===== src/pkg/tboc_defines.vh =====
// Constants for the target bus ownership controller.
// Assumes inclusion by bare name from the design files.
`ifndef TBOC_DEFINES_VH
`define TBOC_DEFINES_VH

// Operating modes.
`define TBOC_MODE_JTAG 2'h0
`define TBOC_MODE_SSER 2'h1
`define TBOC_MODE_SPI 2'h2

// Sequencer states (one-hot).
`define TBOC_ST_IDLE 5'h01
`define TBOC_ST_CLAIM 5'h02
`define TBOC_ST_DRIVE 5'h04
`define TBOC_ST_PARK 5'h08
`define TBOC_ST_FREE 5'h10

// Settle gap between release line and driver changes.
`define TBOC_GAP_NS 16
`define TBOC_CLK_NS 8
`define TBOC_GAP_W 4

// Frame buffer geometry and reset values.
`define TBOC_DEPTH 16
`define TBOC_AW 4
`define TBOC_AW_ONE 4'h1
`define TBOC_BITS_W 6
`define TBOC_BITS_ZERO 6'h00
`define TBOC_BITS_ONE 6'h01

`endif

===== src/logic/tboc_mem.v =====
// Small synchronous memory holding shift bits (data and mode/select pairs).
// Assumes a single clock; read data comes out of a register.
`timescale 1ns/1ps
`include "tboc_defines.vh"

module tboc_mem (
  // Clock
  input wire clk,
  input wire ce,
  // Write side
  input wire wr_en,
  input wire [`TBOC_AW-1:0] wr_addr,
  input wire [1:0] wr_data,
  // Read side
  input wire [`TBOC_AW-1:0] rd_addr,
  output reg [1:0] rd_data_q
);

  reg [1:0] mem [0:`TBOC_DEPTH-1];

  always @(posedge clk) begin
    if (ce) begin
      if (wr_en) begin
        mem[wr_addr] <= wr_data;
      end
      rd_data_q <= mem[rd_addr];
    end
  end

endmodule


===== src/logic/tboc_top.v =====
// Target bus ownership controller: claims the target configuration chain
// through an open-drain release line and drives data and mode/select.
// Assumes an external shift clock arriving from the pod's clock generator
// and a sensed comparator flag for the target reference voltage.
`timescale 1ns/1ps
`include "tboc_defines.vh"

module tboc_top (
  // Clock and reset
  input wire core_clk,
  input wire resetn,
  input wire clk_en,
  // Operation request
  input wire op_start,
  input wire [1:0] op_mode,
  input wire [`TBOC_BITS_W-1:0] op_bits,
  input wire load_valid,
  input wire load_data,
  input wire load_select,
  output wire op_ready,
  output wire op_busy,
  output reg op_done_q,
  // Sensing from outside the clock domain
  input wire shift_clock_in,
  input wire vref_ok,
  // Target release line, open-drain
  output wire target_release_line_o,
  output wire target_release_line_oe,
  // Target data and mode/select pins
  output reg data_out_q,
  output reg data_out_oe_q,
  output reg mode_select_out_q,
  output reg mode_select_out_oe_q
);

  // ----------------------------------------------------------------
  // Reset release and input synchronisers
  // ----------------------------------------------------------------
  reg [1:0] rst_sync_q;
  wire rst_n = rst_sync_q[1];

  always @(posedge core_clk or negedge resetn) begin
    if (!resetn) begin
      rst_sync_q <= 2'h0;
    end else begin
      rst_sync_q <= {rst_sync_q[0], 1'b1};
    end
  end

  reg sck_meta_q, sck_sync_q, sck_prev_q;
  reg vref_meta_q, vref_sync_q;

  always @(posedge core_clk or negedge rst_n) begin
    if (!rst_n) begin
      sck_meta_q <= 1'b0;
      sck_sync_q <= 1'b0;
      sck_prev_q <= 1'b0;
      vref_meta_q <= 1'b0;
      vref_sync_q <= 1'b0;
    end else if (clk_en) begin
      sck_meta_q <= shift_clock_in;
      sck_sync_q <= sck_meta_q;
      sck_prev_q <= sck_sync_q;
      vref_meta_q <= vref_ok;
      vref_sync_q <= vref_meta_q;
    end
  end

  wire sck_fall = sck_prev_q & ~sck_sync_q;

  // ----------------------------------------------------------------
  // Constants and helpers
  // ----------------------------------------------------------------
  localparam integer GAP_CYC_I = (`TBOC_GAP_NS + `TBOC_CLK_NS - 1) / `TBOC_CLK_NS;
  localparam [`TBOC_GAP_W-1:0] GAP_CYC = GAP_CYC_I[`TBOC_GAP_W-1:0];

  localparam [4:0] ST_IDLE = `TBOC_ST_IDLE;
  localparam [4:0] ST_CLAIM = `TBOC_ST_CLAIM;
  localparam [4:0] ST_DRIVE = `TBOC_ST_DRIVE;
  localparam [4:0] ST_PARK = `TBOC_ST_PARK;
  localparam [4:0] ST_FREE = `TBOC_ST_FREE;

  function [`TBOC_AW-1:0] addr_inc;
    input [`TBOC_AW-1:0] a;
    begin
      addr_inc = a + `TBOC_AW_ONE;
    end
  endfunction

  function mode_known;
    input [1:0] m;
    begin
      mode_known = (m == `TBOC_MODE_JTAG) || (m == `TBOC_MODE_SSER) ||
                   (m == `TBOC_MODE_SPI);
    end
  endfunction

  // ----------------------------------------------------------------
  // Bit store
  // ----------------------------------------------------------------
  reg [4:0] state_q, state_d;
  reg [`TBOC_AW-1:0] wr_ptr_q, rd_ptr_q;
  reg [`TBOC_BITS_W-1:0] left_q;
  reg [`TBOC_GAP_W-1:0] gap_q;
  reg [1:0] mode_q;
  reg claim_q;
  wire [1:0] rd_bits;

  // One request may be accepted while idle; bits are loaded before it, also while idle.
  wire idle = (state_q == ST_IDLE);
  wire start_ok = idle & op_start & vref_sync_q & mode_known(op_mode) &
                  (op_bits != `TBOC_BITS_ZERO) & (op_bits <= `TBOC_DEPTH);
  assign op_ready = idle & vref_sync_q;
  assign op_busy = ~idle;

  wire wr_en = clk_en & load_valid & idle;

  tboc_mem u_mem (
    .clk(core_clk),
    .ce(clk_en),
    .wr_en(wr_en),
    .wr_addr(wr_ptr_q),
    .wr_data({load_select, load_data}),
    .rd_addr(rd_ptr_q),
    .rd_data_q(rd_bits)
  );

  // ----------------------------------------------------------------
  // Sequencer
  // ----------------------------------------------------------------
  always @* begin
    state_d = state_q;
    case (state_q)
      ST_IDLE: begin
        if (start_ok) begin
          state_d = ST_CLAIM;
        end
      end
      ST_CLAIM: begin
        if (!vref_sync_q) begin
          state_d = ST_FREE;
        end else if (gap_q == GAP_CYC) begin
          state_d = ST_DRIVE;
        end
      end
      ST_DRIVE: begin
        if (!vref_sync_q) begin
          state_d = ST_FREE;
        end else if (sck_fall && left_q == `TBOC_BITS_ZERO) begin
          state_d = ST_PARK;
        end
      end
      ST_PARK: begin
        if (!vref_sync_q || sck_fall) begin
          state_d = ST_FREE;
        end
      end
      ST_FREE: begin
        if (gap_q == GAP_CYC) begin
          state_d = ST_IDLE;
        end
      end
      default: begin
        state_d = ST_IDLE;
      end
    endcase
  end

  always @(posedge core_clk or negedge rst_n) begin
    if (!rst_n) begin
      state_q <= ST_IDLE;
      wr_ptr_q <= {`TBOC_AW{1'b0}};
      rd_ptr_q <= {`TBOC_AW{1'b0}};
      left_q <= `TBOC_BITS_ZERO;
      gap_q <= {`TBOC_GAP_W{1'b0}};
      mode_q <= `TBOC_MODE_JTAG;
      claim_q <= 1'b0;
      op_done_q <= 1'b0;
      data_out_q <= 1'b1;
      data_out_oe_q <= 1'b0;
      mode_select_out_q <= 1'b1;
      mode_select_out_oe_q <= 1'b0;
    end else if (clk_en) begin
      state_q <= state_d;
      op_done_q <= 1'b0;
      if (state_d != state_q) begin
        gap_q <= {`TBOC_GAP_W{1'b0}};
      end else if (gap_q != GAP_CYC) begin
        gap_q <= gap_q + 1'b1;
      end
      if (wr_en) begin
        wr_ptr_q <= addr_inc(wr_ptr_q);
      end
      case (state_q)
        ST_IDLE: begin
          if (start_ok) begin
            mode_q <= op_mode;
            left_q <= op_bits - `TBOC_BITS_ONE;
            rd_ptr_q <= {`TBOC_AW{1'b0}};
            // Line low before any driver turns on, in every mode.
            claim_q <= 1'b1;
          end
        end
        ST_CLAIM: begin
          if (state_d == ST_DRIVE) begin
            // Drivers on with the first bit; release line already low.
            data_out_q <= rd_bits[0];
            mode_select_out_q <= rd_bits[1];
            data_out_oe_q <= 1'b1;
            mode_select_out_oe_q <= 1'b1;
            rd_ptr_q <= addr_inc(rd_ptr_q);
          end
        end
        ST_DRIVE: begin
          if (sck_fall && state_d == ST_DRIVE) begin
            data_out_q <= rd_bits[0];
            mode_select_out_q <= rd_bits[1];
            rd_ptr_q <= addr_inc(rd_ptr_q);
            left_q <= left_q - `TBOC_BITS_ONE;
          end else if (state_d == ST_PARK) begin
            // Drive high before letting the pull-ups take over.
            data_out_q <= 1'b1;
            mode_select_out_q <= 1'b1;
          end
        end
        ST_PARK: begin
          if (state_d == ST_FREE) begin
            data_out_oe_q <= 1'b0;
            mode_select_out_oe_q <= 1'b0;
          end
        end
        ST_FREE: begin
          // Low reference voltage forces drivers off one cycle after the move to this state.
          data_out_oe_q <= 1'b0;
          mode_select_out_oe_q <= 1'b0;
          data_out_q <= 1'b1;
          mode_select_out_q <= 1'b1;
          if (state_d == ST_IDLE) begin
            // Line released only after drivers are off.
            claim_q <= 1'b0;
            op_done_q <= 1'b1;
            wr_ptr_q <= {`TBOC_AW{1'b0}};
          end
        end
        default: begin
          claim_q <= 1'b0;
        end
      endcase
    end
  end

  // ----------------------------------------------------------------
  // Release line
  // ----------------------------------------------------------------
  // Open drain: the output value is always low, only the enable moves.
  assign target_release_line_o = 1'b0;
  assign target_release_line_oe = claim_q;

endmodule


===== config.mk =====
export PLATFORM = sky130hd
export DESIGN_NAME = tboc_top
export DESIGN_NICKNAME = d
export VERILOG_FILES = /design/src/logic/tboc_mem.v /design/src/logic/tboc_top.v
export VERILOG_INCLUDE_DIRS = /design/src /design/src/pkg
export SDC_FILE = /design/constraint.sdc
export NUM_CORES = 1
export LEC_CHECK = 0
export ABC_AREA = 1
export BUFFER_PORTS_ARGS = -buffer_cell sky130_fd_sc_hd__buf_2
export CAP_MARGIN = 20
export CORE_MARGIN = 1
export CORE_UTILIZATION = 45
export DETAILED_ROUTE_END_ITERATION = 12
export GPL_TIMING_DRIVEN = 0
export SETUP_SLACK_MARGIN = 0.05
export SKIP_LAST_GASP = 1
export SLEW_MARGIN = 40
export SYNTH_ARGS = -nofsm -noshare
export SYNTH_HDL_FRONTEND = slang
export SYNTH_SLANG_ARGS = --single-unit

===== constraint.sdc =====
create_clock -name core_clk -period 1.1 [get_ports core_clk]
set_input_delay 0.055 -clock core_clk [delete_from_list [all_inputs] [get_ports core_clk]]
set_output_delay 0.055 -clock core_clk [all_outputs]
set_load 0.05 [all_outputs]

==> flow_metrics.env, run 1 <==
export IMPL_path_clk_slew_ns=0.07
export IMPL_gp_congestion=0.854
export IMPL_outcome="complete, but fails checks"
export IMPL_peakVddDrop_mv=1.04
export IMPL_initial_utilization_pct=46.5
export IMPL_first_pass_iters=4
export IMPL_hold_ws_ns=0.0212
export IMPL_groute_usage_overall_pct=21.4
export IMPL_root_buffer="clkbuf_8"
export IMPL_r2r_start="state_q[0]"
export IMPL_synth_edf_count=34
export IMPL_drc=0
export IMPL_p_leak_nw=2.18
export IMPL_startpoint="state_q[0]"
export IMPL_die_y_um=91.4
export IMPL_syn_area_sq_um=3590
export IMPL_fmax_mhz=531
export IMPL_cts_sinks=69
export IMPL_yosysUniqueCellTypes=42
export IMPL_wire_per_inst_um=15.0
export IMPL_wirelength_mm=8.98
export IMPL_num_vias=3089
export IMPL_required_ns=1.32
export IMPL_cts_htree_levels=3
export IMPL_drv_cap=0
export IMPL_max_slew_margin_rel_pct=62.3
export IMPL_grt_pass1_wl_mm=13.9
export IMPL_worstMarginPinSlew_ns=0.566
export IMPL_hold_violations=0
export IMPL_fin_crit_ns=1.88
export IMPL_rsz0062_at_grt="yes"
export IMPL_num_antenna_cells=0
export IMPL_drtAntennaViolNets=0
export IMPL_grt_pass1_vias=2832
export IMPL_arrival_ns=2.11
export IMPL_portBuffers=24
export IMPL_cts_made_buffers=9
export IMPL_ys_seq_area_share_pct=52.9
export IMPL_stdcell_count=599
export IMPL_cp_max_fo=8
export IMPL_synthArstFlopShare_pct=50.7
export IMPL_placed_cells=533
export IMPL_power_total_mw=10.3
export IMPL_core_sq_um=7730
export IMPL_avgViaCountPerCell=5.16
export IMPL_fin_skew_ns=0.00776
export IMPL_end_kind="flop"
export IMPL_io_pins=26
export IMPL_antenna_found_initial=0
export IMPL_cp_start_kind="flop"
export IMPL_setup_slack_ns=-0.783
export IMPL_rows=32
export IMPL_overflow=0
export IMPL_syn_area_per_cell_sq_um=8.85
export IMPL_post_route_util_pct=67.6
export IMPL_nets=517
export IMPL_ys_seq_elements=69
export IMPL_grt_max_degree=22
export IMPL_hp_class="primary input to async pin"
export IMPL_tns_ns=-43.03
export IMPL_violations="negative setup slack"
export IMPL_drive_gt1_share_pct=41.4
export IMPL_critPathKind="flop to flop"
export IMPL_clock_latency_ns=0.34
export IMPL_synth_ff_type="edfxtp_1"
export IMPL_final_setup_viol_count=65
export IMPL_drv_slew=0
export IMPL_die_w_um=91.4
export IMPL_hpwl_mm=5.60
export IMPL_finalCritPeriodShare_pct=171
export IMPL_syn_to_final_growth_pct=45.2
export IMPL_dieArea_sq_um=8350
export IMPL_synth_fp_nets=431
export IMPL_drt_iter0_drc=165
export IMPL_ys_warn_count=0
export IMPL_synthCells=406
export IMPL_cts_buffer_depth=2
export IMPL_cts_tree="done"
export IMPL_p_per_area_nw_per_um2=1980
==> per-stage QoR <==
stage	instance area, sq um	setup slack, ns
floorplan	3690	-0.615
global placement	3940	-0.868
detailed placement	3960	-0.899
CTS	4890	-0.795
global route	5220	-0.870
finish	5220	-0.783
==> repair_timing <==
action / in CTS / in global routing
hold buffers: 4 / 0
endpoints found under the hold margin: 6 / 0
cloned: 2 / 0
setup buffers: 32 / 17
gates resized for setup: 101 / 62
pin swaps: 22 / 19
endpoints found under the setup margin: 68 / 69
==> layer usage <==
metal	track usage (%)	vias to the layer above	share of wire, %
met4	8.47	0	1.1
met1	29.7	1482	46
li1	-	1531	-
met3	3.18	9	3.3
met2	33.8	67	49
met5	0	-	0
==> state kept, by name, indices dropped and copies added, names as in the netlist, 2 cells and up <==
name / cells
gap_q: 4
u_mem.mem: 32
u_mem.rd_data_q: 2
rd_ptr_q: 4
left_q: 6
wr_ptr_q: 4
rst_sync_q: 2
state_q: 5
==> layout by cell type, fill, tap and decap left out, types with 4 or more instances in the layout <==
master         synthesis  layout
xor2_1                 5       5
nor2_1                61      35
buf_4                  2      36
buf_8                  0       5
o21ai_1                8      15
buf_6                  1      12
nor2_2                 4       7
buf_2                  2      19
nand2_1               79      64
nand3_4                0       5
dfrtp_2                0       4
o21ai_2                3       7
xnor2_1                4       4
clkbuf_1               7       4
inv_2                  2       7
nand2_8                0       5
a21oi_2                0       4
nand3_2                3       5
dlygate4sd3_1          0       4
nand3_1               15       8
nand2_2                4       7
clkbuf_8               0      10
ha_1                   8       6
dfrtp_1               32      28
nor2_4                 0      23
o21ai_0               36      22
nand2_4                0       7
edfxtp_1              34      34
inv_1                 44      33
a21oi_1                9       4
nand4_1                8       8
==> path summary, 6_finish.rpt <==
path | endpoint | slack [ns] | depth (start not counted)
setup / recovery | left_q[2] | -0.78 | 10
hold / removal | rst_sync_q[1] | 0.02 | 2
setup reg to reg | left_q[2] | -0.78 | 10
hold reg to reg | gap_q[1] | 0.16 | 0
max in group asynchronous | mode_select_out_q | 0.45 | 1
min in group core_clk | u_mem.mem[11][0] | 0.11 | 1
==> logic make-up (layout without fill, tap and decap cells) <==
family                   count (synthesis)  in the layout  synth area share [%]
flip-flops                              69             69                  52.9
other                                    2              2                 0.209
AO/OA/AOI/OAI                           76             76                  12.5
buffers and inverters                   59            150                  6.68
AND/OR/NAND/NOR                        183            183                  22.8
adder cells (fa/ha/maj)                  8              8                  2.78
XOR/XNOR                                 9              9                  2.19
==> worst max-delay path: stages, from the launching register on <==
cell and delay, ns:
dfstp_2 0.57, inv_2 0.06, nor2_4 0.11, nand2_4 0.07
nor2_8 0.14, nand4_4 0.12, a21oi_4 0.25, buf_6 0.14
nand3b_4 0.14, nor2_1 0.12, a21oi_1 0.05
==> final cells by class <==
type | instances | area [sq um]
plain buffers | 12 | 118
clock buffers | 10 | 128
clock inverters | 6 | 86.3
fillers | 583 | 2510
inverters | 47 | 213
multi-input cells | 278 | 1990
flip-flops and latches | 69 | 1910
well taps | 102 | 128
repair buffers | 75 | 648
==> cells in the mapped netlist (3+ instances only) <==
cell type | n | area [sq um]
nor3_1 | 4 | 20.0
nand3_1 | 15 | 75.1
dfstp_2 | 3 | 78.8
nand3_2 | 3 | 30.0
nor2_2 | 4 | 25.0
o31ai_1 | 3 | 22.5
a21oi_1 | 9 | 45.0
edfxtp_1 | 34 | 1020
nand2_2 | 4 | 25.0
inv_1 | 44 | 165
clkbuf_1 | 7 | 26.3
o21ai_1 | 8 | 40.0
o21ai_0 | 36 | 180
o21ai_2 | 3 | 26.3
xor2_1 | 5 | 43.8
nand2_1 | 79 | 297
xnor2_1 | 4 | 35.0
o22ai_1 | 6 | 37.5
dfrtp_1 | 32 | 801
ha_1 | 8 | 100
nor2_1 | 61 | 229
nand4_1 | 8 | 50.1
==> where the power goes <==
group | total [mW] | switching, mW | internal, mW
clock | 2.26 | 0.978 | 1.28
sequential | 3.52 | 0.365 | 3.16
combinational | 4.53 | 2.66 | 1.87
(Power assumes the default switching activity.)
==> run 2: changes to the inputs <==
==> constraint.sdc (replaced) <==
create_clock -name core_clk -period 1.1 [get_ports core_clk]
set_input_delay 0.22 -clock core_clk [delete_from_list [all_inputs] [get_ports core_clk]]
set_output_delay 0.22 -clock core_clk [all_outputs]
set_load 0.05 [all_outputs]
==> flow_metrics.env, run 2 (synthesized netlist as in run 1, its figures left out) <==
export IMPL_r2r_end="state_q[0]"
export IMPL_pwr_share_seq_pct=32.3
export IMPL_required_ns=1.37
export IMPL_nets=527
export IMPL_cts_tree="done"
export IMPL_cts_htree_levels=3
export IMPL_peakVddDrop_mv=1.06
export IMPL_end_kind="flop"
export IMPL_final_setup_viol_count=70
export IMPL_final_cell_mix="58 x nand2_1, 35 x buf_4, 34 x edfxtp_1"
export IMPL_cp_start_kind="flop"
export IMPL_wirelength_mm=10.1
export IMPL_grt_max_degree=34
export IMPL_place_ws_ns=-0.994
export IMPL_hpwl_mm=5.54
export IMPL_root_buffer="clkbuf_8"
export IMPL_drv_cap=0
export IMPL_reg2reg_slack_ns=-0.94
export IMPL_use_met3_pct=3.27
export IMPL_fmax_mhz=491
export IMPL_grt_pass1_vias=3028
export IMPL_rsz0062_at_grt="yes"
export IMPL_first_pass_iters=5
export IMPL_die_w_um=91.4
export IMPL_rows=32
export IMPL_path_clk_slew_ns=0.08
export IMPL_r2r_start="state_q[0]"
export IMPL_worst_r2r_cell_count=10
export IMPL_max_slew_margin_rel_pct=65.9
export IMPL_internal_power_mw=6.87
export IMPL_p_leak_nw=2.31
export IMPL_switching_power_mw=4.20
export IMPL_drv_slew=0
export IMPL_clkPwrFrac_pct=22.5
export IMPL_min_to="sck_meta_q"
export IMPL_finalCritPeriodShare_pct=185
export IMPL_overflow=0
export IMPL_core_sq_um=7730
export IMPL_num_vias=3259
export IMPL_critPathKind="flop to flop"
export IMPL_p_per_area_nw_per_um2=2010
export IMPL_antenna_found_initial=0
export IMPL_hold_ws_ns=0.0818
export IMPL_reg_top3="u_mem.mem x32, left_q x6, state_q x5"
export IMPL_cts_sinks=69
export IMPL_final_common_cell="nand2_1"
export IMPL_wire_per_inst_um=16.6
export IMPL_combinationalPowerShare_pct=45.2
export IMPL_num_antenna_cells=0
export IMPL_hold_path_startpoint="shift_clock_in"
export IMPL_largest_reg_flops=32
export IMPL_whs_path_depth=3
export IMPL_hold_violations=0
export IMPL_cts_made_buffers=9
export IMPL_arrival_ns=2.30
export IMPL_drtAntennaViolNets=0
export IMPL_fin_crit_ns=2.04
export IMPL_grt_util_met2_pct=36.6
export IMPL_dieArea_sq_um=8350
export IMPL_cp_max_fo=5
export IMPL_syn_to_final_growth_pct=53.3
export IMPL_drive_gt1_share_pct=46.4
export IMPL_worstMarginPinSlew_ns=0.512
export IMPL_initial_utilization_pct=46.5
export IMPL_drc=0
export IMPL_avgViaCountPerCell=5.35
export IMPL_cts_buffer_depth=2
export IMPL_grt_pass1_wl_mm=14.4
export IMPL_fin_skew_ns=0.00920
export IMPL_hp_class="primary input to flop"
export IMPL_netSwitchingFraction_pct=37.9
export IMPL_groute_usage_overall_pct=22.4
export IMPL_io_pins=26
export IMPL_drt_iter0_drc=208
export IMPL_grt_busiest_layer="met2"
export IMPL_violations="negative setup slack"
export IMPL_outcome="complete, but fails checks"
export IMPL_largest_register="u_mem.mem"
export IMPL_portBuffers=24
export IMPL_clock_latency_ns=0.34
export IMPL_setup_slack_ns=-0.936
export IMPL_grtUsageMet1_pct=30.3
export IMPL_gp_congestion=0.866
export IMPL_die_y_um=91.4
-- run 2: what timing repair did --
action / in CTS / in global routing
setup endpoints to repair: 70 / 72
pin swaps: 20 / 36
endpoints found under the hold margin: 2 / 0
setup buffers: 39 / 23
hold buffers: 1 / 0
gates resized for setup: 121 / 104
cloned: 2 / 1
-- run 2: final cells by class --
cell class | instances | area [sq um]
flip-flops and latches | 69 | 1910
clock inverters | 6 | 111
plain buffers | 12 | 134
multi-input cells | 278 | 2100
inverters | 47 | 204
clock buffers | 10 | 128
repair buffers | 85 | 800
fillers | 537 | 2220
well taps | 102 | 128
-- run 2: worst max-delay path by stage --
| stage | start | end | slack, ns | cells after the start |
|---|---|---|---|---|
| 4_1_cts | state_q[0] | op_ready | -0.85 | 7 |
| 2_1_floorplan | state_q[0] | op_ready | -0.69 | 6 |
| 6_report | state_q[0] | state_q[0] | -0.94 | 10 |
| 3_3_place_gp | state_q[0] | u_mem.mem[3][1] | -0.96 | 8 |
| 3_5_place_dp | state_q[0] | u_mem.mem[3][1] | -0.99 | 8 |
| 5_1_grt | state_q[0] | gap_q[0] | -1.00 | 13 |
-- run 2: critical path, stage by stage (launching register included) --
cell and delay [ns]:
dfstp_2 0.57, inv_2 0.06, buf_4 0.13, buf_4 0.13, nand4_1 0.06, buf_4 0.18
nand2_2 0.11, buf_4 0.16, inv_1 0.19, nand4_1 0.20, a41oi_2 0.18
-- run 2: per-stage QoR --
step | power, mW | TNS [ns] | std cells | cell area (sq um) | util (%)
after floorplan | 5.58 | -33.74 | 406 | 3670 | -
after global placement | 6.21 | -62.39 | 532 | 3910 | 50.6
after detailed placement | 6.25 | -51.08 | 532 | 3920 | 50.7
after CTS | 10.3 | -45.86 | 589 | 4980 | 64.4
after global routing | 11.6 | -54.34 | 609 | 5510 | 71.3
final | 11.1 | -49.98 | 609 | 5510 | 71.3
-- run 2: power by group through the flow --
stage,logic (mW),registers (mW),clock network (mW)
5_1_grt,5.33,3.63,2.62
3_5_place_dp,2.69,3.56,0
4_1_cts,4.28,3.49,2.51
3_3_place_gp,2.67,3.55,0
6_report,5.01,3.58,2.49
2_1_floorplan,1.85,3.73,0
-- run 2: routing by layer --
metal,vias up,wire length [um]
met2,111,5020
met3,23,422
met1,1577,4400
li1,1548,-
met5,-,0
met4,0,244
==> run 3: changes to the inputs <==
--- a/config.mk
+++ b/config.mk
@@ -13,7 +13,7 @@
 export CORE_UTILIZATION = 45
 export DETAILED_ROUTE_END_ITERATION = 12
 export GPL_TIMING_DRIVEN = 0
-export SETUP_SLACK_MARGIN = 0.05
+export SETUP_SLACK_MARGIN = 0.02
 export SKIP_LAST_GASP = 1
 export SLEW_MARGIN = 40
 export SYNTH_ARGS = -nofsm -noshare
==> flow_metrics.env, run 3 (synthesized netlist as in run 1, its figures left out) <==
export IMPL_outcome="complete, but fails checks"
export IMPL_violations="negative setup slack"
export IMPL_final_cell_mix="53 x nand2_1, 34 x edfxtp_1, 32 x inv_1"
export IMPL_drv_slew=0
export IMPL_io_pins=26
export IMPL_placed_cells=532
export IMPL_wirelength_mm=9.23
export IMPL_first_pass_iters=6
export IMPL_core_sq_um=7730
export IMPL_finalCritPeriodShare_pct=176
export IMPL_clock_latency_ns=0.34
export IMPL_crit_buf_inv=3
export IMPL_nets=514
export IMPL_r2r_end="left_q[4]"
export IMPL_final_setup_viol_count=70
export IMPL_p_leak_nw=2.18
export IMPL_num_vias=3079
export IMPL_drv_cap=0
export IMPL_gp_congestion=0.864
export IMPL_rsz0062_at_grt="yes"
export IMPL_num_antenna_cells=0
export IMPL_hold_path_startpoint="vref_ok"
export IMPL_min_to="vref_meta_q"
export IMPL_largest_reg_flops=32
export IMPL_initial_utilization_pct=46.5
export IMPL_cts_htree_levels=3
export IMPL_cts_made_buffers=9
export IMPL_drt_iter0_drc=179
export IMPL_reg2reg_slack_ns=-0.84
export IMPL_grt_max_degree=34
export IMPL_drive_gt1_share_pct=45.3
export IMPL_cpMostUsedCell="buf_6"
export IMPL_r2r_start="state_q[0]"
export IMPL_worstMarginPinSlew_ns=0.572
export IMPL_grt_pass1_vias=3034
export IMPL_avgViaCountPerCell=5.17
export IMPL_n_fill_cell=580
export IMPL_cts_buffer_depth=2
export IMPL_hpwl_mm=5.63
export IMPL_max_slew_margin_rel_pct=61.9
export IMPL_rows=32
export IMPL_crit_chain="buf_6 > buf_6 > nor2_4 > nand3_4 > buf_6 > nand2_1 > o21ai_4 > ha_2 > nand3_1 > xnor2_1 > o21ai_1"
export IMPL_whs_path_depth=3
export IMPL_crit_slowest_cell="dfstp_2"
export IMPL_cts_sinks=69
export IMPL_critPathTopFamily="flip-flops"
export IMPL_max_stage_delay_ns=0.56
export IMPL_peakVddDrop_mv=1.03
export IMPL_reg_top3="u_mem.mem x32, left_q x6, state_q x5"
export IMPL_grt_pass1_wl_mm=14.5
export IMPL_cp_start_kind="flop"
export IMPL_critical_path_depth=11
export IMPL_stdcell_count=596
export IMPL_drc=0
export IMPL_hp_class="primary input to flop"
export IMPL_critPathKind="flop to flop"
export IMPL_hold_violations=0
export IMPL_post_route_util_pct=68.3
export IMPL_wire_per_inst_um=15.5
export IMPL_p_per_area_nw_per_um2=1930
export IMPL_antenna_found_initial=0
export IMPL_die_w_um=91.4
export IMPL_required_ns=1.33
export IMPL_fmax_mhz=517
export IMPL_fin_skew_ns=0.00581
export IMPL_hold_ws_ns=0.0717
export IMPL_drtAntennaViolNets=0
export IMPL_fin_crit_ns=1.94
export IMPL_dieArea_sq_um=8350
export IMPL_setup_slack_ns=-0.836
export IMPL_groute_usage_overall_pct=22.5
export IMPL_largest_register="u_mem.mem"
export IMPL_die_y_um=91.4
export IMPL_root_buffer="clkbuf_8"
export IMPL_overflow=0
export IMPL_end_kind="flop"
export IMPL_syn_to_final_growth_pct=46.9
export IMPL_final_common_cell="nand2_1"
export IMPL_cp_max_fo=5
export IMPL_cts_tree="done"
export IMPL_worst_r2r_cell_count=11
export IMPL_portBuffers=24
export IMPL_arrival_ns=2.17
export IMPL_path_clk_slew_ns=0.08
run 3: worst max path at each step:
stage | startpoint | to | slack (ns)
after floorplan | state_q[0] | op_ready | -0.69
final | state_q[0] | left_q[4] | -0.84
after detailed placement | state_q[0] | u_mem.mem[3][0] | -1.03
after global placement | state_q[0] | u_mem.mem[3][0] | -0.97
after global routing | state_q[0] | rd_ptr_q[3] | -0.92
after CTS | state_q[0] | op_ready | -0.86
run 3: timing repair:
action,in CTS,in global routing
resized for setup,116,98
endpoints found under the setup margin,70,70
cloned,3,0
buffers inserted,31,14
endpoints found under the hold margin,2,0
hold buffers,1,0
pin swaps,21,40
run 3: per-stage QoR:
step	worst slack [ns]	setup TNS, ns	instance area [sq um]	total power, mW
floorplan	-0.688	-33.74	3670	5.58
global placement	-0.965	-62.46	3910	6.21
detailed placement	-1.03	-52.62	3920	6.26
CTS	-0.859	-45.60	4810	9.56
global route	-0.923	-49.90	5280	10.8
finish	-0.836	-45.03	5280	10.2
run 3: area by class of cell:
type	count	area, sq um	area share, %
Sequential cell	69	1910	36.1
Multi-Input combinational cell	278	2110	40.0
Clock inverter	6	62.6	1.18
Clock buffer	10	128	2.42
Timing Repair Buffer	72	632	12.0
Buffer	12	103	1.94
Tap cell	102	128	2.42
Inverter	47	210	3.98
run 3: tightest hold or removal path, delay by kind of cell:
kind | cells | cell delay, ns
and+or+nand+nor | 2 | 0.09
buffers and inverters | 1 | 0.07
run 3: layer usage:
layer,routed length (um),vias up,global-route usage [%]
met5,0,-,0
met4,142,0,7.14
met3,362,12,5.28
met2,4670,62,37.2
met1,4060,1486,29.3
li1,-,1519,-
run 3: power breakdown:
part           internal [mW]  total (mW)  leakage [nW]  switching [mW]
registers               3.16        3.56         0.743           0.405
clock network           1.04        2.02        0.0903           0.978
logic                   1.92        4.62          1.35            2.70
